## src/tocc_pkg.sv

```systemverilog
// Constants and types shared by the timer output and capture control block.
package tocc_pkg;
   localparam int unsigned ADDR_W = 3;
   localparam int unsigned DATA_W = 16;

   // Register offsets.
   localparam logic [2:0] OFS_MODE   = 3'h0;
   localparam logic [2:0] OFS_OUT    = 3'h1;
   localparam logic [2:0] OFS_CAP    = 3'h2;
   localparam logic [2:0] OFS_PRESC  = 3'h3;
   localparam logic [2:0] OFS_CCA    = 3'h4;
   localparam logic [2:0] OFS_CCB    = 3'h5;
   localparam logic [2:0] OFS_COUNT  = 3'h6;
   localparam logic [2:0] OFS_STATUS = 3'h7;

   // Field positions.
   localparam int unsigned RUN_LO     = 2;
   localparam int unsigned RUN_HI     = 3;
   localparam int unsigned OUT_EN     = 0;
   localparam int unsigned TOG_A      = 1;
   localparam int unsigned PRE_LOW    = 2;
   localparam int unsigned PRE_HIGH   = 3;
   localparam int unsigned TOG_B      = 4;
   localparam int unsigned ONESHOT    = 5;
   localparam int unsigned SW_TRIG    = 6;
   localparam int unsigned CAP_A_EN   = 0;
   localparam int unsigned CAP_A_REV  = 1;
   localparam int unsigned CAP_B_EN   = 2;
   localparam int unsigned PSEL_LO    = 0;
   localparam int unsigned PSEL_HI    = 1;
   localparam int unsigned EDGE_LO    = 4;
   localparam int unsigned EDGE_HI    = 5;

   localparam logic [15:0] ZERO16     = 16'h0000;
   localparam logic [15:0] ONE16      = 16'h0001;
   localparam logic [7:0]  ZERO8      = 8'h00;

   // Run modes held in the two-bit run-mode field.
   typedef enum logic [1:0] {
      RUN_STOP      = 2'b00,
      RUN_FREE      = 2'b01,
      RUN_CLR_EDGE  = 2'b10,
      RUN_CLR_MATCH = 2'b11
   } tocc_run_e;

   // Edge codes of the edge-select field; EDGE_NONE selects no valid edge.
   localparam logic [1:0] EDGE_FALL = 2'b00;
   localparam logic [1:0] EDGE_RISE = 2'b01;
   localparam logic [1:0] EDGE_NONE = 2'b10;
   localparam logic [1:0] EDGE_BOTH = 2'b11;

   // Prescaler divide limits, count clock = sys_clk / (limit + 1).
   localparam logic [5:0] PRESC_LIM0 = 6'h00;
   localparam logic [5:0] PRESC_LIM1 = 6'h03;
   localparam logic [5:0] PRESC_LIM2 = 6'h0F;
   localparam logic [5:0] PRESC_LIM3 = 6'h3F;
endpackage

```

## src/tocc_timer16.sv

```systemverilog
// One 16-bit timer channel with compare output, one-shot and capture.
// How it works
// Nonzero run-mode write starts counting at once; 00 keeps it stopped.
// Software leaves compare registers alone while running, except B for PPG.
// Lower B right after B match, raise it right after A match.
// B change: mask, stop B toggle, write, wait one count, restore.
// Preset bits: 00 keep, 01 force low, 10 force high, 11 forbidden.
// Preset bits are written only while stopped.
// On start the pin begins from the preset level.
// Square wave: pin inverts on every match A event.
// PPG needs B strictly below A.
// One-shot never uses equal compare values.
// Pulse-width measurement keeps output control at zero.
// Edge clear mode with input B edges keeps output control zero.
// First match after start may be off by one count clock.
// Clear-on-match-A mode needs both compare values nonzero.
// Capture during a read still happens; the read value is undefined.
// Capture event fires on valid edge, not on reverse-phase capture.
// Software reads a capture only after its event.
// Compare/capture contents are undefined after the counter stops.
// Edge select is written only while stopped.
// No new one-shot trigger while the active level is out.
// Triggers during an active one-shot pulse are ignored; in edge-clear mode the code still clears the counter on a valid A edge.
// Trigger clears and starts; active at smaller, inactive at larger.
// Counter and both registers are 16 bits, counted on the count clock.
//
// Strobed register access and the register offsets were chosen for this implementation.
`timescale 1ns/100ps
module tocc_timer16 (
   input  wire logic        sys_clk_i,
   input  wire logic        srst_i,
   input  wire logic [2:0]  addr_i,
   input  wire logic [15:0] wr_data_i,
   input  wire logic        wr_en_i,
   input  wire logic        rd_en_i,
   output logic      [15:0] rd_data_o,
   input  wire logic        trigger_in_a_i,
   input  wire logic        trigger_in_b_i,
   output logic             timer_out_pin_o,
   output logic             match_a_irq_o,
   output logic             match_b_irq_o
);
   function automatic logic edge_ok(input logic [1:0] sel,
                                    input logic rise, input logic fall);
      edge_ok = (sel == tocc_pkg::EDGE_RISE && rise) ||
                (sel == tocc_pkg::EDGE_FALL && fall) ||
                (sel == tocc_pkg::EDGE_BOTH && (rise || fall));
   endfunction

   logic [15:0] count_value;
   logic [15:0] compare_capture_a;
   logic [15:0] compare_capture_b;
   logic [15:0] next_count;
   logic [7:0]  timer_mode_ctrl;
   logic [7:0]  output_ctrl;
   logic [7:0]  cap_ctrl;
   logic [7:0]  prescaler_mode;
   logic [5:0]  presc_cnt;
   logic [5:0]  presc_lim;
   logic        trig_a_q;
   logic        trig_b_q;
   logic        out_level;
   logic        next_level;
   logic        os_active;
   tocc_pkg::tocc_run_e run_mode;

   wire [1:0] edge_sel  = {prescaler_mode[tocc_pkg::EDGE_HI],
                           prescaler_mode[tocc_pkg::EDGE_LO]};
   wire [1:0] psel      = {prescaler_mode[tocc_pkg::PSEL_HI],
                           prescaler_mode[tocc_pkg::PSEL_LO]};
   wire       running   = run_mode != tocc_pkg::RUN_STOP;
   wire       wr_mode   = wr_en_i && addr_i == tocc_pkg::OFS_MODE;
   wire [1:0] wr_run    = {wr_data_i[tocc_pkg::RUN_HI],
                           wr_data_i[tocc_pkg::RUN_LO]};
   wire       start     = wr_mode && !running &&
                          wr_run != tocc_pkg::RUN_STOP;
   wire       count_tick = running && presc_cnt == presc_lim;
   wire       cap_a_en  = cap_ctrl[tocc_pkg::CAP_A_EN];
   wire       cap_b_en  = cap_ctrl[tocc_pkg::CAP_B_EN];
   wire       oneshot   = output_ctrl[tocc_pkg::ONESHOT];

   // Input edges are only seen while the timer runs.
   wire a_rise  = trigger_in_a_i && !trig_a_q;
   wire a_fall  = !trigger_in_a_i && trig_a_q;
   wire b_rise  = trigger_in_b_i && !trig_b_q;
   wire b_fall  = !trigger_in_b_i && trig_b_q;
   wire valid_a = running && edge_ok(edge_sel, a_rise, a_fall);
   wire valid_b = running && edge_ok(edge_sel, b_rise, b_fall);
   wire rev_a   = running && cap_ctrl[tocc_pkg::CAP_A_REV] &&
                  ((edge_sel == tocc_pkg::EDGE_RISE && a_fall) ||
                   (edge_sel == tocc_pkg::EDGE_FALL && a_rise));

   wire match_a = count_tick && !cap_a_en && count_value == compare_capture_a;
   wire match_b = count_tick && !cap_b_en && count_value == compare_capture_b;
   wire b_first = compare_capture_b < compare_capture_a;
   wire match_lo = b_first ? match_b : match_a;
   wire match_hi = b_first ? match_a : match_b;

   // A one-shot trigger is taken only when no pulse is under way.
   wire sw_trig = wr_en_i && addr_i == tocc_pkg::OFS_OUT &&
                  wr_data_i[tocc_pkg::SW_TRIG];
   wire os_trig = running && oneshot && !os_active &&
                  run_mode != tocc_pkg::RUN_CLR_MATCH &&
                  (sw_trig || valid_a);
   wire cnt_clear = start || os_trig ||
                    (run_mode == tocc_pkg::RUN_CLR_EDGE && valid_a) ||
                    (run_mode == tocc_pkg::RUN_CLR_MATCH && match_a);

   wire cap_a_ev = running && cap_a_en && (valid_a || rev_a);
   wire cap_b_ev = running && cap_b_en && valid_b;
   wire irq_a    = match_a || (running && cap_a_en && valid_a);
   wire irq_b    = match_b || cap_b_ev;

   always_comb begin
      case (psel)
         2'b00:   presc_lim = tocc_pkg::PRESC_LIM0;
         2'b01:   presc_lim = tocc_pkg::PRESC_LIM1;
         2'b10:   presc_lim = tocc_pkg::PRESC_LIM2;
         default: presc_lim = tocc_pkg::PRESC_LIM3;
      endcase
   end

   // Counting begins on the write itself, so the first tick comes up to one
   // count clock late relative to a free-running prescaler.
   always_comb begin
      if (!running && !start) begin
         next_count = tocc_pkg::ZERO16;
      end else if (cnt_clear) begin
         next_count = tocc_pkg::ZERO16;
      end else if (count_tick) begin
         next_count = 16'(count_value + tocc_pkg::ONE16);
      end else begin
         next_count = count_value;
      end
   end

   // Output level; the preset only acts while stopped and is kept at start.
   always_comb begin
      next_level = out_level;
      if (!running) begin
         if (output_ctrl[tocc_pkg::PRE_HIGH] &&
             !output_ctrl[tocc_pkg::PRE_LOW]) begin
            next_level = 1'b1;
         end else if (output_ctrl[tocc_pkg::PRE_LOW] &&
                      !output_ctrl[tocc_pkg::PRE_HIGH]) begin
            next_level = 1'b0;
         end
      end else if (oneshot) begin
         if (os_active && match_hi) begin
            next_level = 1'b0;
         end else if (os_active && match_lo) begin
            next_level = 1'b1;
         end
      end else begin
         next_level = out_level ^
            (match_a && output_ctrl[tocc_pkg::TOG_A]) ^
            (match_b && output_ctrl[tocc_pkg::TOG_B]);
      end
   end

   always_ff @(posedge sys_clk_i) begin
      if (srst_i) begin
         timer_mode_ctrl <= tocc_pkg::ZERO8;
         output_ctrl     <= tocc_pkg::ZERO8;
         cap_ctrl        <= tocc_pkg::ZERO8;
         prescaler_mode  <= tocc_pkg::ZERO8;
      end else if (wr_en_i) begin
         if (addr_i == tocc_pkg::OFS_MODE) begin
            timer_mode_ctrl <= wr_data_i[7:0];
         end else if (addr_i == tocc_pkg::OFS_OUT) begin
            output_ctrl <= {1'b0, wr_data_i[6:0]} &
                           ~(8'h01 << tocc_pkg::SW_TRIG);
         end else if (addr_i == tocc_pkg::OFS_CAP) begin
            cap_ctrl <= wr_data_i[7:0];
         end else if (addr_i == tocc_pkg::OFS_PRESC) begin
            prescaler_mode <= wr_data_i[7:0];
         end
      end
   end

   assign run_mode = tocc_pkg::tocc_run_e'(
      {timer_mode_ctrl[tocc_pkg::RUN_HI], timer_mode_ctrl[tocc_pkg::RUN_LO]});

   // A capture wins over a software write in the same cycle; a read that
   // meets a capture returns the value held before the capture. After a stop both
   // registers simply hold, and software must not trust them.
   always_ff @(posedge sys_clk_i) begin
      if (srst_i) begin
         compare_capture_a <= tocc_pkg::ZERO16;
         compare_capture_b <= tocc_pkg::ZERO16;
      end else begin
         if (cap_a_ev) begin
            compare_capture_a <= count_value;
         end else if (wr_en_i && addr_i == tocc_pkg::OFS_CCA) begin
            compare_capture_a <= wr_data_i;
         end
         if (cap_b_ev) begin
            compare_capture_b <= count_value;
         end else if (wr_en_i && addr_i == tocc_pkg::OFS_CCB) begin
            compare_capture_b <= wr_data_i;
         end
      end
   end

   always_ff @(posedge sys_clk_i) begin
      if (srst_i) begin
         count_value     <= tocc_pkg::ZERO16;
         presc_cnt       <= 6'h00;
         trig_a_q        <= 1'b0;
         trig_b_q        <= 1'b0;
         out_level       <= 1'b0;
         os_active       <= 1'b0;
         timer_out_pin_o <= 1'b0;
         match_a_irq_o   <= 1'b0;
         match_b_irq_o   <= 1'b0;
      end else begin
         count_value     <= next_count;
         presc_cnt       <= (!running || count_tick) ? 6'h00 :
                            6'(presc_cnt + 6'h01);
         trig_a_q        <= trigger_in_a_i;
         trig_b_q        <= trigger_in_b_i;
         out_level       <= next_level;
         os_active       <= running && (os_trig || (os_active && !match_hi));
         timer_out_pin_o <= output_ctrl[tocc_pkg::OUT_EN] && next_level;
         match_a_irq_o   <= irq_a;
         match_b_irq_o   <= irq_b;
      end
   end

   logic [15:0] rd_mux;
   always_comb begin
      if (addr_i == tocc_pkg::OFS_MODE) begin
         rd_mux = {8'h00, timer_mode_ctrl};
      end else if (addr_i == tocc_pkg::OFS_OUT) begin
         rd_mux = {8'h00, output_ctrl};
      end else if (addr_i == tocc_pkg::OFS_CAP) begin
         rd_mux = {8'h00, cap_ctrl};
      end else if (addr_i == tocc_pkg::OFS_PRESC) begin
         rd_mux = {8'h00, prescaler_mode};
      end else if (addr_i == tocc_pkg::OFS_CCA) begin
         rd_mux = compare_capture_a;
      end else if (addr_i == tocc_pkg::OFS_CCB) begin
         rd_mux = compare_capture_b;
      end else if (addr_i == tocc_pkg::OFS_COUNT) begin
         rd_mux = count_value;
      end else begin
         rd_mux = {13'h0000, os_active, out_level, running};
      end
   end

   always_ff @(posedge sys_clk_i) begin
      if (srst_i) begin
         rd_data_o <= tocc_pkg::ZERO16;
      end else begin
         rd_data_o <= rd_en_i ? rd_mux : tocc_pkg::ZERO16;
      end
   end
endmodule

```

## config.mk

```make
export PLATFORM = sky130hd
export DESIGN_NAME = tocc_timer16
export DESIGN_NICKNAME = d
export VERILOG_FILES = /design/src/tocc_pkg.sv /design/src/tocc_timer16.sv
export SDC_FILE = /design/constraint.sdc
export NUM_CORES = 1
export LEC_CHECK = 0
export BUFFER_PORTS_ARGS = -buffer_cell sky130_fd_sc_hd__buf_4
export CORE_MARGIN = 2
export CORE_UTILIZATION = 45
export DETAILED_ROUTE_END_ITERATION = 16
export GPL_TIMING_DRIVEN = 0
export HOLD_SLACK_MARGIN = 0.1
export PLACE_DENSITY = 0.65
export SLEW_MARGIN = 25
export SYNTH_ARGS = -nofsm -noshare
export SYNTH_HDL_FRONTEND = slang
export SYNTH_SLANG_ARGS = --single-unit
export TNS_END_PERCENT = 50
```

## constraint.sdc

```tcl
create_clock -name sys_clk_i -period 2.7 [get_ports sys_clk_i]
set_input_delay 0.54 -clock sys_clk_i [delete_from_list [all_inputs] [get_ports sys_clk_i]]
set_output_delay 0.54 -clock sys_clk_i [all_outputs]
set_load 0.1 [all_outputs]
```

==> results by group, run 1 <==
Synthesis
  – Most area-hungry cell type in the Yosys netlist: dfxtp_1
  – Most common cell in the synthesized netlist: dfxtp_1
  – Post-synthesis cell area: approximately 6000 µm²
  – Post-Syn Nets: 750
  – Yosys warns: 0
  – Avg Synthesized Cell Area: between 8 and 9 µm²
  – Area contributors post-synth: dfxtp_1, mux2i_1, nor2_1
  – Synth async-reset ratio: 0
  – Seq/Total Area, Yosys: 0.3650
  – Synth unique cells: 57
  – Ys flop type: dfxtp_1
  – Cells after Synth: about 700
  – Commonest cells post-synth: dfxtp_1, nor2_1, nand2_1
  – Post-synth EDFFs: 0
  – Area share of the largest cell type after synthesis: 0.3650
  – Yosys reg bits: around 110

Routing
  – DR DRC count: 0
  – Initial drt markers: approximately 440
  – Final ANT Viol Nets: 0
  – Via/cell ratio: about 5.5
  – Avg WL per Cell: roughly 18 µm
  – DR pass1 iterations: 6
  – Final WL: 16,810 µm
  – Vias: just over 5,000

Timing
  – Slew Limit Fails: 0
  – Fmax: roughly 410 MHz
  – Setup violators final: 0
  – Final Cycle Share: 0.9050
  – Setup TNS Final: 0 ns
  – RSZ-0062 raised after global routing: false
  – Worst-Margin Slew: between 1 and 1.5 ns
  – Final hold vios: 0
  – Worst rel slew slack: 0.2930
  – Final min period: about 2.4 ns
  – Clock Skew: roughly 0.0096 ns

Floorplanning
  – Ports: between 40 and 50
  – Die width: around 120 µm
  – Initial Utilization: 0.4631
  – Die area: ~14,000 µm²
  – Rows: a little over 40
  – Die Y: between 100 and 150 µm
  – Core Region: about 13,000 µm²

Worst setup path
  – Worst Path Max Fanout: 10
  – Most used cell, CP: nand4_1
  – Reg2reg setup slack: ~0.26 ns
  – Crit-path max cell delay: 0.45 ns
  – Crit Path Category: flip-flop to flip-flop
  – CP max stage cell: nor4_4
  – Arrival @ worst endpoint: roughly 2.7 ns
  – Crit end category: flip-flop
  – Worst R2R Start: count_value[13]
  – Crit start category: flip-flop
  – Crit path from: count_value[13]
  – Critical path, cell by cell: buf_6, xnor2_1, nand4_1, nor4_4, nand4_1, a21oi_1, or3_1, clkbuf_2, buf_2, nor2_1
  – Worst EP required: 2.96 ns

Global route
  – Gr usage total: 0.2403
  – First-pass GRT wire length: about 26,000 µm
  – Antenna violations before repair: 0
  – Grt total ovfl: 0
  – Largest net degree at the start of global routing: 18
  – Vias in the first global route: 4,922

Clock tree
  – H-tree Lvls: 3
  – Num CTS Buffers: 9
  – Sink Count: about 110
  – Post_cts resized: 0
  – Clock root cell: clkbuf_16
  – Worst-path clk slew: roughly 0.070 ns
  – CTS tree: built
  – Post-CTS setup repair buffer count: 0
  – CTS Hold Bufs: 0
  – Clock latency on the worst-skew pair: between 0.3 and 0.4 ns
  – CTS Buffer Depth: 2

Min path
  – Hold Startpoint: trigger_in_b_i
  – Worst Hold Class: primary input to flip-flop

Place
  – Post-DP HPWL: roughly 12,000 µm
  – Gpl congestion: roughly 0.90
  – Port bufs: 41
  – Placed cells: 917

Cells and area
  – Share of cells above drive strength 1: 0.1288
  – Fin cells: 933
  – Final nets: around 800
  – Layout area overhead: 14.90%
  – Ant. Diodes: 0

Power and ir drop
  – P_leak: 0.002765 µW
  – Max IR drop VDD: a little over 0.4 mV
  – Power per Cell Area: 523.0 nW/µm²

Run
  – Max cap viols: 0

Run status
  – Status: finished, final reports clean
-- where the power goes --
group / switching, µW / internal [µW] / leakage (µW)
Combinational: 225 / 135 / 0.00174
Clock: 628 / 908 / 0.000159
Sequential: 26.7 / 1600 / 0.000865
-- cells in the final DEF (no fill, tap or decap), types with 16 or more instances in the layout --
cell,instances
dfxtp_1,107
nor2_1,100
nand2_1,79
mux2i_1,58
a21oi_1,54
buf_4,41
a211oi_1,33
inv_1,30
xnor2_1,27
xor2_1,25
ha_1,21
clkbuf_1,20
buf_2,20
o21ai_0,16
-- final cells by class --
type,instances,area [µm²]
flip-flops and latches,107,2142
fillers,1205,5928
well taps,172,215.2
clock inverters,6,113.9
plain buffers,51,241.5
multi-input cells,516,3381
inverters,30,112.6
repair buffers,41,307.8
clock buffers,10,229.0
-- state kept, by name, indices dropped and copies added (netlist names) --
register	count
compare_capture_a	16
compare_capture_b	16
count_value	16
rd_data_o	16
cap_ctrl	8
prescaler_mode	8
timer_mode_ctrl	8
output_ctrl	6
presc_cnt	6
match_a_irq_o	1
match_b_irq_o	1
os_active	1
out_level	1
timer_out_pin_o	1
trig_a_q	1
trig_b_q	1
-- stage by stage --
step / instance area [µm²] / setup WS (ns) / util / total power, µW / hold WS [ns]
detailed placement: 6391 / 0.04216 / 0.5044 / 2015 / 0.4487
CTS: 6734 / 0.1938 / 0.5315 / 3525 / 0.4379
finish: 6743 / 0.2564 / 0.5321 / 3526 / 0.4364
global placement: 6391 / 0.04826 / 0.5044 / 2008 / 0.4403
global route: 6743 / 0.06878 / 0.5321 / 3623 / 0.4588
floorplan: 5868 / 0.5013 / - / 1890 / 0.4211
-- per-layer routing --
layer  GRT usage  wire length, µm  vias to the layer above
met5           0                0                        -
met4     0.09111              431                        0
met3     0.05212             1134                       29
met2      0.4061             8106                      191
met1      0.2987             7142                     2436
li1            -                -                     2517
-- logic make-up after synthesis --
kind of cell,Yosys count,share of synthesized area
compound gates,130,0.1397
xor+xnor,53,0.08166
fa+ha+maj,21,0.04478
buf+inv,81,0.06034
flops,107,0.3650
mux,65,0.1200
simple gates,247,0.1885
-- worst max-delay path, delay by kind of cell (launching register included) --
| kind | cells | cell delay, ns |
|---|---|---|
| buf+inv | 3 | 0.55 |
| compound gates | 1 | 0.20 |
| xor+xnor | 1 | 0.23 |
| flops | 1 | 0.32 |
| simple gates | 5 | 1.02 |
-- final timing paths --
| check | to | depth (start not counted) |
|---|---|---|
| min reg2reg | cap_ctrl[7] | 2 |
| max | count_value[12] | 10 |
| min | trig_b_q | 3 |
| max reg2reg | count_value[12] | 10 |
No activity file was read; power rests on OpenSTA's default activity.
==> run 2: changes to the inputs <==
--- a/config.mk
+++ b/config.mk
@@ -7,11 +7,12 @@
 export LEC_CHECK = 0
 export BUFFER_PORTS_ARGS = -buffer_cell sky130_fd_sc_hd__buf_4
 export CORE_MARGIN = 2
-export CORE_UTILIZATION = 45
+export CORE_UTILIZATION = 57
 export DETAILED_ROUTE_END_ITERATION = 16
+export GPL_ROUTABILITY_DRIVEN = 1
 export GPL_TIMING_DRIVEN = 0
 export HOLD_SLACK_MARGIN = 0.1
-export PLACE_DENSITY = 0.65
+export PLACE_DENSITY = 0.78
 export SLEW_MARGIN = 25
 export SYNTH_ARGS = -nofsm -noshare
 export SYNTH_HDL_FRONTEND = slang
==> results by group, run 2 (synthesized netlist as in run 1, its figures left out) <==
Run status
  – Status: finished, final reports clean (unchanged)

Place
  – Gpl congestion: 0.9787 (was 0.8974)
  – Placed cells: 881 (was 917)
  – Post-DP HPWL: 11,930 µm (was 12,310 µm)
  – Port bufs: 41 (unchanged)

Routing
  – Via/cell ratio: 5.831 (was 5.544)
  – Final ANT Viol Nets: 0 (unchanged)
  – DR pass1 iterations: 6 (unchanged)
  – Final WL: 16,110 µm (was 16,810 µm)
  – Top Layer Used: met4 (unchanged)
  – Metal1 wirelength: 6831 µm (was 7142 µm)
  – Initial drt markers: 379 (was 444)
  – DR WL met3: 996 µm (was 1134 µm)
  – Met2 wire length: 7591 µm (was 8106 µm)
  – Vias: 5,230 (was 5,173)
  – Avg WL per Cell: 17.96 µm (was 18.02 µm)
  – DR DRC count: 0 (unchanged)

Global route
  – Largest net degree at the start of global routing: 19 (was 18)
  – Gr usage total: 0.2968 (was 0.2403)
  – Grt total ovfl: 0 (unchanged)
  – Antenna violations before repair: 0 (unchanged)
  – Vias in the first global route: 5,021 (was 4,922)
  – First-pass GRT wire length: 25,900 µm (was 26,350 µm)

Worst setup path
  – Worst R2R Path Depth: 10 (unchanged)
  – R2R Path End: count_value[14] (was count_value[12])
  – Crit-path max cell delay: 0.59 ns (was 0.45 ns)
  – Worst R2R Start: count_value[13] (unchanged)
  – Buf+Inv Stages, Crit Path: 3 (unchanged)
  – Arrival @ worst endpoint: 2.79 ns (was 2.70 ns)
  – Crit end category: flip-flop (unchanged)
  – Crit Path Category: flip-flop to flip-flop (unchanged)
  – Top delay family on crit path: simple AND/OR/NAND/NOR gates (unchanged)
  – Worst EP required: 2.97 ns (was 2.96 ns)
  – CP max stage cell: nor4_2 (was nor4_4)
  – Reg2reg setup slack: 0.18 ns (was 0.26 ns)
  – Most used cell, CP: nand4_1 (unchanged)
  – Critical path, cell by cell: buf_6, xnor2_1, nand4_1, nor4_2, nand4_1, a21oi_1, or3_1, clkbuf_2, buf_2, nor2_1 (was buf_6, xnor2_1, nand4_1, nor4_4, nand4_1, a21oi_1, or3_1, clkbuf_2, buf_2, nor2_1)
  – Worst Path Max Fanout: 10 (unchanged)
  – Crit start category: flip-flop (unchanged)

Clock tree
  – Sink Count: 107 (unchanged)
  – Worst-path clk slew: 0.11 ns (was 0.07 ns)
  – Clock latency on the worst-skew pair: 0.39 ns (was 0.37 ns)
  – CTS Buffer Depth: 2 (unchanged)
  – H-tree Lvls: 3 (unchanged)
  – Num CTS Buffers: 9 (unchanged)
  – Post_cts resized: 0 (unchanged)
  – CTS Hold Bufs: 0 (unchanged)
  – CTS tree: built (unchanged)
  – Clock root cell: clkbuf_8 (was clkbuf_16)
  – Post-CTS setup repair buffer count: 0 (unchanged)

Timing
  – Fmax: 396.3 MHz (was 409.2 MHz)
  – Final min period: 2.523 ns (was 2.444 ns)
  – Final hold vios: 0 (unchanged)
  – RSZ-0062 raised after global routing: false (unchanged)
  – Worst-Margin Slew: 1.069 ns (was 1.052 ns)
  – Worst rel slew slack: 0.2816 (was 0.2930)
  – Final Cycle Share: 0.9346 (was 0.9050)
  – Setup TNS Final: 0 ns (unchanged)
  – Slew Limit Fails: 0 (unchanged)
  – Clock Skew: 0.01281 ns (was 0.009634 ns)
  – Setup violators final: 0 (unchanged)

Cells and area
  – Layout area overhead: 11.13% (was 14.90%)
  – Share of cells above drive strength 1: 0.1288 (unchanged)
  – Ant. Diodes: 0 (unchanged)
  – Fillers: 893 (was 1,205)
  – Commonest cells after routing, fill and taps aside: dfxtp_1, nor2_1, nand2_1 (unchanged)
  – Final nets: 802 (unchanged)
  – Fin cells: 897 (was 933)
  – Most common cell after layout, fill and taps aside: dfxtp_1 (unchanged)

Floorplanning
  – Die area: 11,120 µm² (was 13,970 µm²)
  – Ports: 44 (unchanged)
  – Core Region: 10,140 µm² (was 12,670 µm²)
  – Die width: 105.5 µm (was 118.2 µm)
  – Initial Utilization: 0.5788 (was 0.4631)
  – Rows: 37 (was 41)
  – Die Y: 105.5 µm (was 118.2 µm)

Min path
  – Hold Startpoint: trigger_in_b_i (unchanged)
  – Worst Hold Class: primary input to flip-flop (unchanged)
  – Hold-critical path endpoint: trig_b_q (unchanged)
  – Hold Path Depth: 3 (unchanged)

Power and ir drop
  – P_leak: 0.002695 µW (was 0.002765 µW)
  – PnR Total Power: 2911 µW (was 3526 µW)
  – Power per Cell Area: 446.4 nW/µm² (was 523.0 nW/µm²)
  – Max IR drop VDD: 0.3482 mV (was 0.4152 mV)

Run
  – Max cap viols: 0 (unchanged)
==> run 2: worst max-delay path by stage <==
stage	start	endpoint	slack, ns	cells after the start
after floorplan	trigger_in_a_i	count_value[10]	0.50	11
after global routing	count_value[13]	count_value[10]	0.01	10
final	count_value[13]	count_value[14]	0.18	10
after detailed placement	trigger_in_a_i	count_value[14]	-0.06	12
after CTS	count_value[13]	count_value[14]	0.20	10
after global placement	trigger_in_a_i	count_value[11]	0.05	12
==> run 2: worst register-to-register path: cells and delay by family, from the launching register on <==
kind / cells / cell delay, ns
buffers and inverters: 3 / 0.54
DFF: 1 / 0.32
xor gates and xnor gates: 1 / 0.25
and+or+nand+nor: 5 / 1.15
AOI/OAI and AO/OA: 1 / 0.15
==> run 2: cell type report <==
type                       instances  area, µm²  area share
inverter                          30      112.6     0.01727
clock inverter                     6      47.55    0.007291
multi-input combinational        516       3372      0.5171
sequential                       107       2142      0.3285
buffer                            51      241.5     0.03703
timing repair buffer              41      307.8     0.04720
clock buffer                      10      127.6     0.01957
tap                              136      170.2     0.02609
==> run 2: power by group <==
part | leakage [µW] | switching [µW] | internal [µW]
Clock | 0.0000929 | 578 | 348
Sequential | 0.000865 | 26.1 | 1600
Combinational | 0.00174 | 223 | 133
==> run 2: layer usage <==
metal	global-route usage	vias up
met4	0.1600	0
met3	0.05690	52
met2	0.4737	212
met1	0.3783	2452
li1	-	2514
met5	0	-
==> run 2: stage by stage <==
stage	util	hold WS, ns	area [µm²]	worst slack, ns
final	0.6432	0.3978	6521	0.1767
after global routing	0.6432	0.4106	6521	0.01105
after CTS	0.6432	0.3955	6521	0.1987
after detailed placement	0.6259	0.4490	6346	-0.05830
after global placement	0.6259	0.4401	6346	0.04708
after floorplan	-	0.4211	5868	0.5013
==> run 3: changes to the inputs <==
--- a/config.mk
+++ b/config.mk
@@ -10,7 +10,7 @@
 export CORE_UTILIZATION = 57
 export DETAILED_ROUTE_END_ITERATION = 16
 export GPL_ROUTABILITY_DRIVEN = 1
-export GPL_TIMING_DRIVEN = 0
+export GPL_TIMING_DRIVEN = 1
 export HOLD_SLACK_MARGIN = 0.1
 export PLACE_DENSITY = 0.78
 export SLEW_MARGIN = 25
==> results by group, run 3 (synthesized netlist as in run 1, its figures left out) <==
Timing
  – Clock Skew: 0.01426 ns (was 0.01281 ns)
  – Fmax: 421.7 MHz (was 396.3 MHz)
  – Setup WS post-layout: 0.3289 ns (was 0.1767 ns)
  – Slew Limit Fails: 0 (unchanged)
  – Final hold vios: 0 (unchanged)
  – RSZ-0062 raised after global routing: false (unchanged)
  – Final min period: 2.371 ns (was 2.523 ns)
  – Setup violators final: 0 (unchanged)
  – Setup TNS Final: 0 ns (unchanged)
  – Worst-Margin Slew: 0.8950 ns (was 1.069 ns)
  – Final Cycle Share: 0.8782 (was 0.9346)
  – Worst rel slew slack: 0.4021 (was 0.2816)

Place
  – Placed Area: 6274 µm² (was 6346 µm²)
  – Port bufs: 43 (was 41)
  – Gpl congestion: 0.9313 (was 0.9787)
  – Placed cells: 852 (was 881)
  – Post-DP HPWL: 11,350 µm (was 11,930 µm)
  – Worst slack, placed: 0.2760 ns (was -0.05830 ns)

Cells and area
  – Fillers: 880 (was 893)
  – Share of cells above drive strength 1: 0.1325 (was 0.1288)
  – Final instance area: 6459 µm² (was 6521 µm²)
  – Commonest cells after routing, fill and taps aside: dfxtp_1, nor2_1, nand2_1 (unchanged)
  – Ant. Diodes: 0 (unchanged)
  – Fin cells: 868 (was 897)
  – Most common cell after layout, fill and taps aside: dfxtp_1 (unchanged)
  – Layout area overhead: 10.06% (was 11.13%)
  – Final nets: 773 (was 802)

Routing
  – DR pass1 iterations: 6 (unchanged)
  – DR DRC count: 0 (unchanged)
  – Via/cell ratio: 5.922 (was 5.831)
  – Vias: 5,140 (was 5,230)
  – Final ANT Viol Nets: 0 (unchanged)
  – Avg WL per Cell: 17.91 µm (was 17.96 µm)
  – Initial drt markers: 348 (was 379)
  – Final WL: 15,550 µm (was 16,110 µm)

Global route
  – Gr usage total: 0.2879 (was 0.2968)
  – Grt total ovfl: 0 (unchanged)
  – Antenna violations before repair: 0 (unchanged)
  – Largest net degree at the start of global routing: 40 (was 19)
  – Vias in the first global route: 4,999 (was 5,021)
  – First-pass GRT wire length: 25,190 µm (was 25,900 µm)

Clock tree
  – CTS Buffer Depth: 2 (unchanged)
  – CTS Hold Bufs: 0 (unchanged)
  – H-tree Lvls: 3 (unchanged)
  – Post-CTS setup repair buffer count: 0 (unchanged)
  – Num CTS Buffers: 9 (unchanged)
  – Worst-path clk slew: 0.11 ns (about the same)
  – Clock latency on the worst-skew pair: 0.39 ns (about the same)
  – Post_cts resized: 0 (unchanged)
  – Sink Count: 107 (unchanged)
  – Clock root cell: clkbuf_8 (unchanged)
  – CTS tree: built (unchanged)

Worst setup path
  – Worst R2R Path Depth: 7 (was 10)
  – Crit end category: flip-flop (unchanged)
  – Worst Path Max Fanout: 9 (was 10)
  – Crit Path Category: flip-flop to flip-flop (unchanged)
  – Worst EP required: 3.03 ns (was 2.97 ns)
  – Arrival @ worst endpoint: 2.70 ns (was 2.79 ns)
  – Crit start category: flip-flop (unchanged)

Power and ir drop
  – P_leak: 0.002651 µW (was 0.002695 µW)
  – Power per Cell Area: 453.0 nW/µm² (was 446.4 nW/µm²)
  – Max IR drop VDD: 0.3046 mV (was 0.3482 mV)
  – PnR Total Power: 2926 µW (was 2911 µW)

Floorplanning
  – Die Y: 105.5 µm (unchanged)
  – Rows: 37 (unchanged)
  – Die area: 11,120 µm² (unchanged)
  – Core Region: 10,140 µm² (unchanged)
  – Die width: 105.5 µm (unchanged)
  – Initial Utilization: 0.5788 (unchanged)
  – Ports: 44 (unchanged)

Min path
  – Hold Path Depth: 3 (unchanged)
  – Worst Hold Class: primary input to flip-flop (unchanged)

Run status
  – Status: finished, final reports clean (unchanged)

Run
  – Max cap viols: 0 (unchanged)
==> run 3: final timing paths <==
kind | startpoint | endpoint | slack, ns
worst min-delay path | trigger_in_b_i | trig_b_q | 0.40
worst max register to register | count_value[10] | out_level | 0.33
worst min register to register | prescaler_mode[6] | prescaler_mode[6] | 0.46
worst max-delay path | count_value[10] | out_level | 0.33
==> run 3: worst max-delay path: stages (launching register included) <==
cell and delay, ns:
dfxtp_1 0.60, xor2_1 0.13, nor4_1 0.43, nand4_1 0.29, nor4_1 0.27, xor3_1 0.27
o21a_1 0.19, a21boi_1 0.14
==> run 3: final cells by class <==
| cell class | instances | area [µm²] | area share |
|---|---|---|---|
| inverter | 30 | 112.6 | 0.01744 |
| multi-input combinational | 516 | 3376 | 0.5227 |
| timing repair buffer | 63 | 473.0 | 0.07323 |
| sequential | 107 | 2142 | 0.3317 |
| clock buffer | 10 | 137.6 | 0.02131 |
| clock inverter | 6 | 47.55 | 0.007361 |
| tap | 136 | 170.2 | 0.02635 |
==> run 3: through the flow <==
stage | util | hold WS (ns)
final | 0.6370 | 0.3980
after global routing | 0.6370 | 0.4181
after CTS | 0.6370 | 0.3940
after detailed placement | 0.6188 | 0.4485
after global placement | 0.6188 | 0.4384
after floorplan | - | 0.4211
==> run 3: report_power, final <==
group,switching (µW),internal [µW]
Clock,583,369
Sequential,27.8,1600
Combinational,211,132
Total,822,2100
==> run 3: layer usage <==
layer | vias to the layer above | track usage | share of wire
met4 | 0 | 0.1476 | 0.036
met3 | 38 | 0.04886 | 0.048
met1 | 2482 | 0.3440 | 0.41
met5 | - | 0 | 0
met2 | 162 | 0.4954 | 0.50
li1 | 2458 | - | -
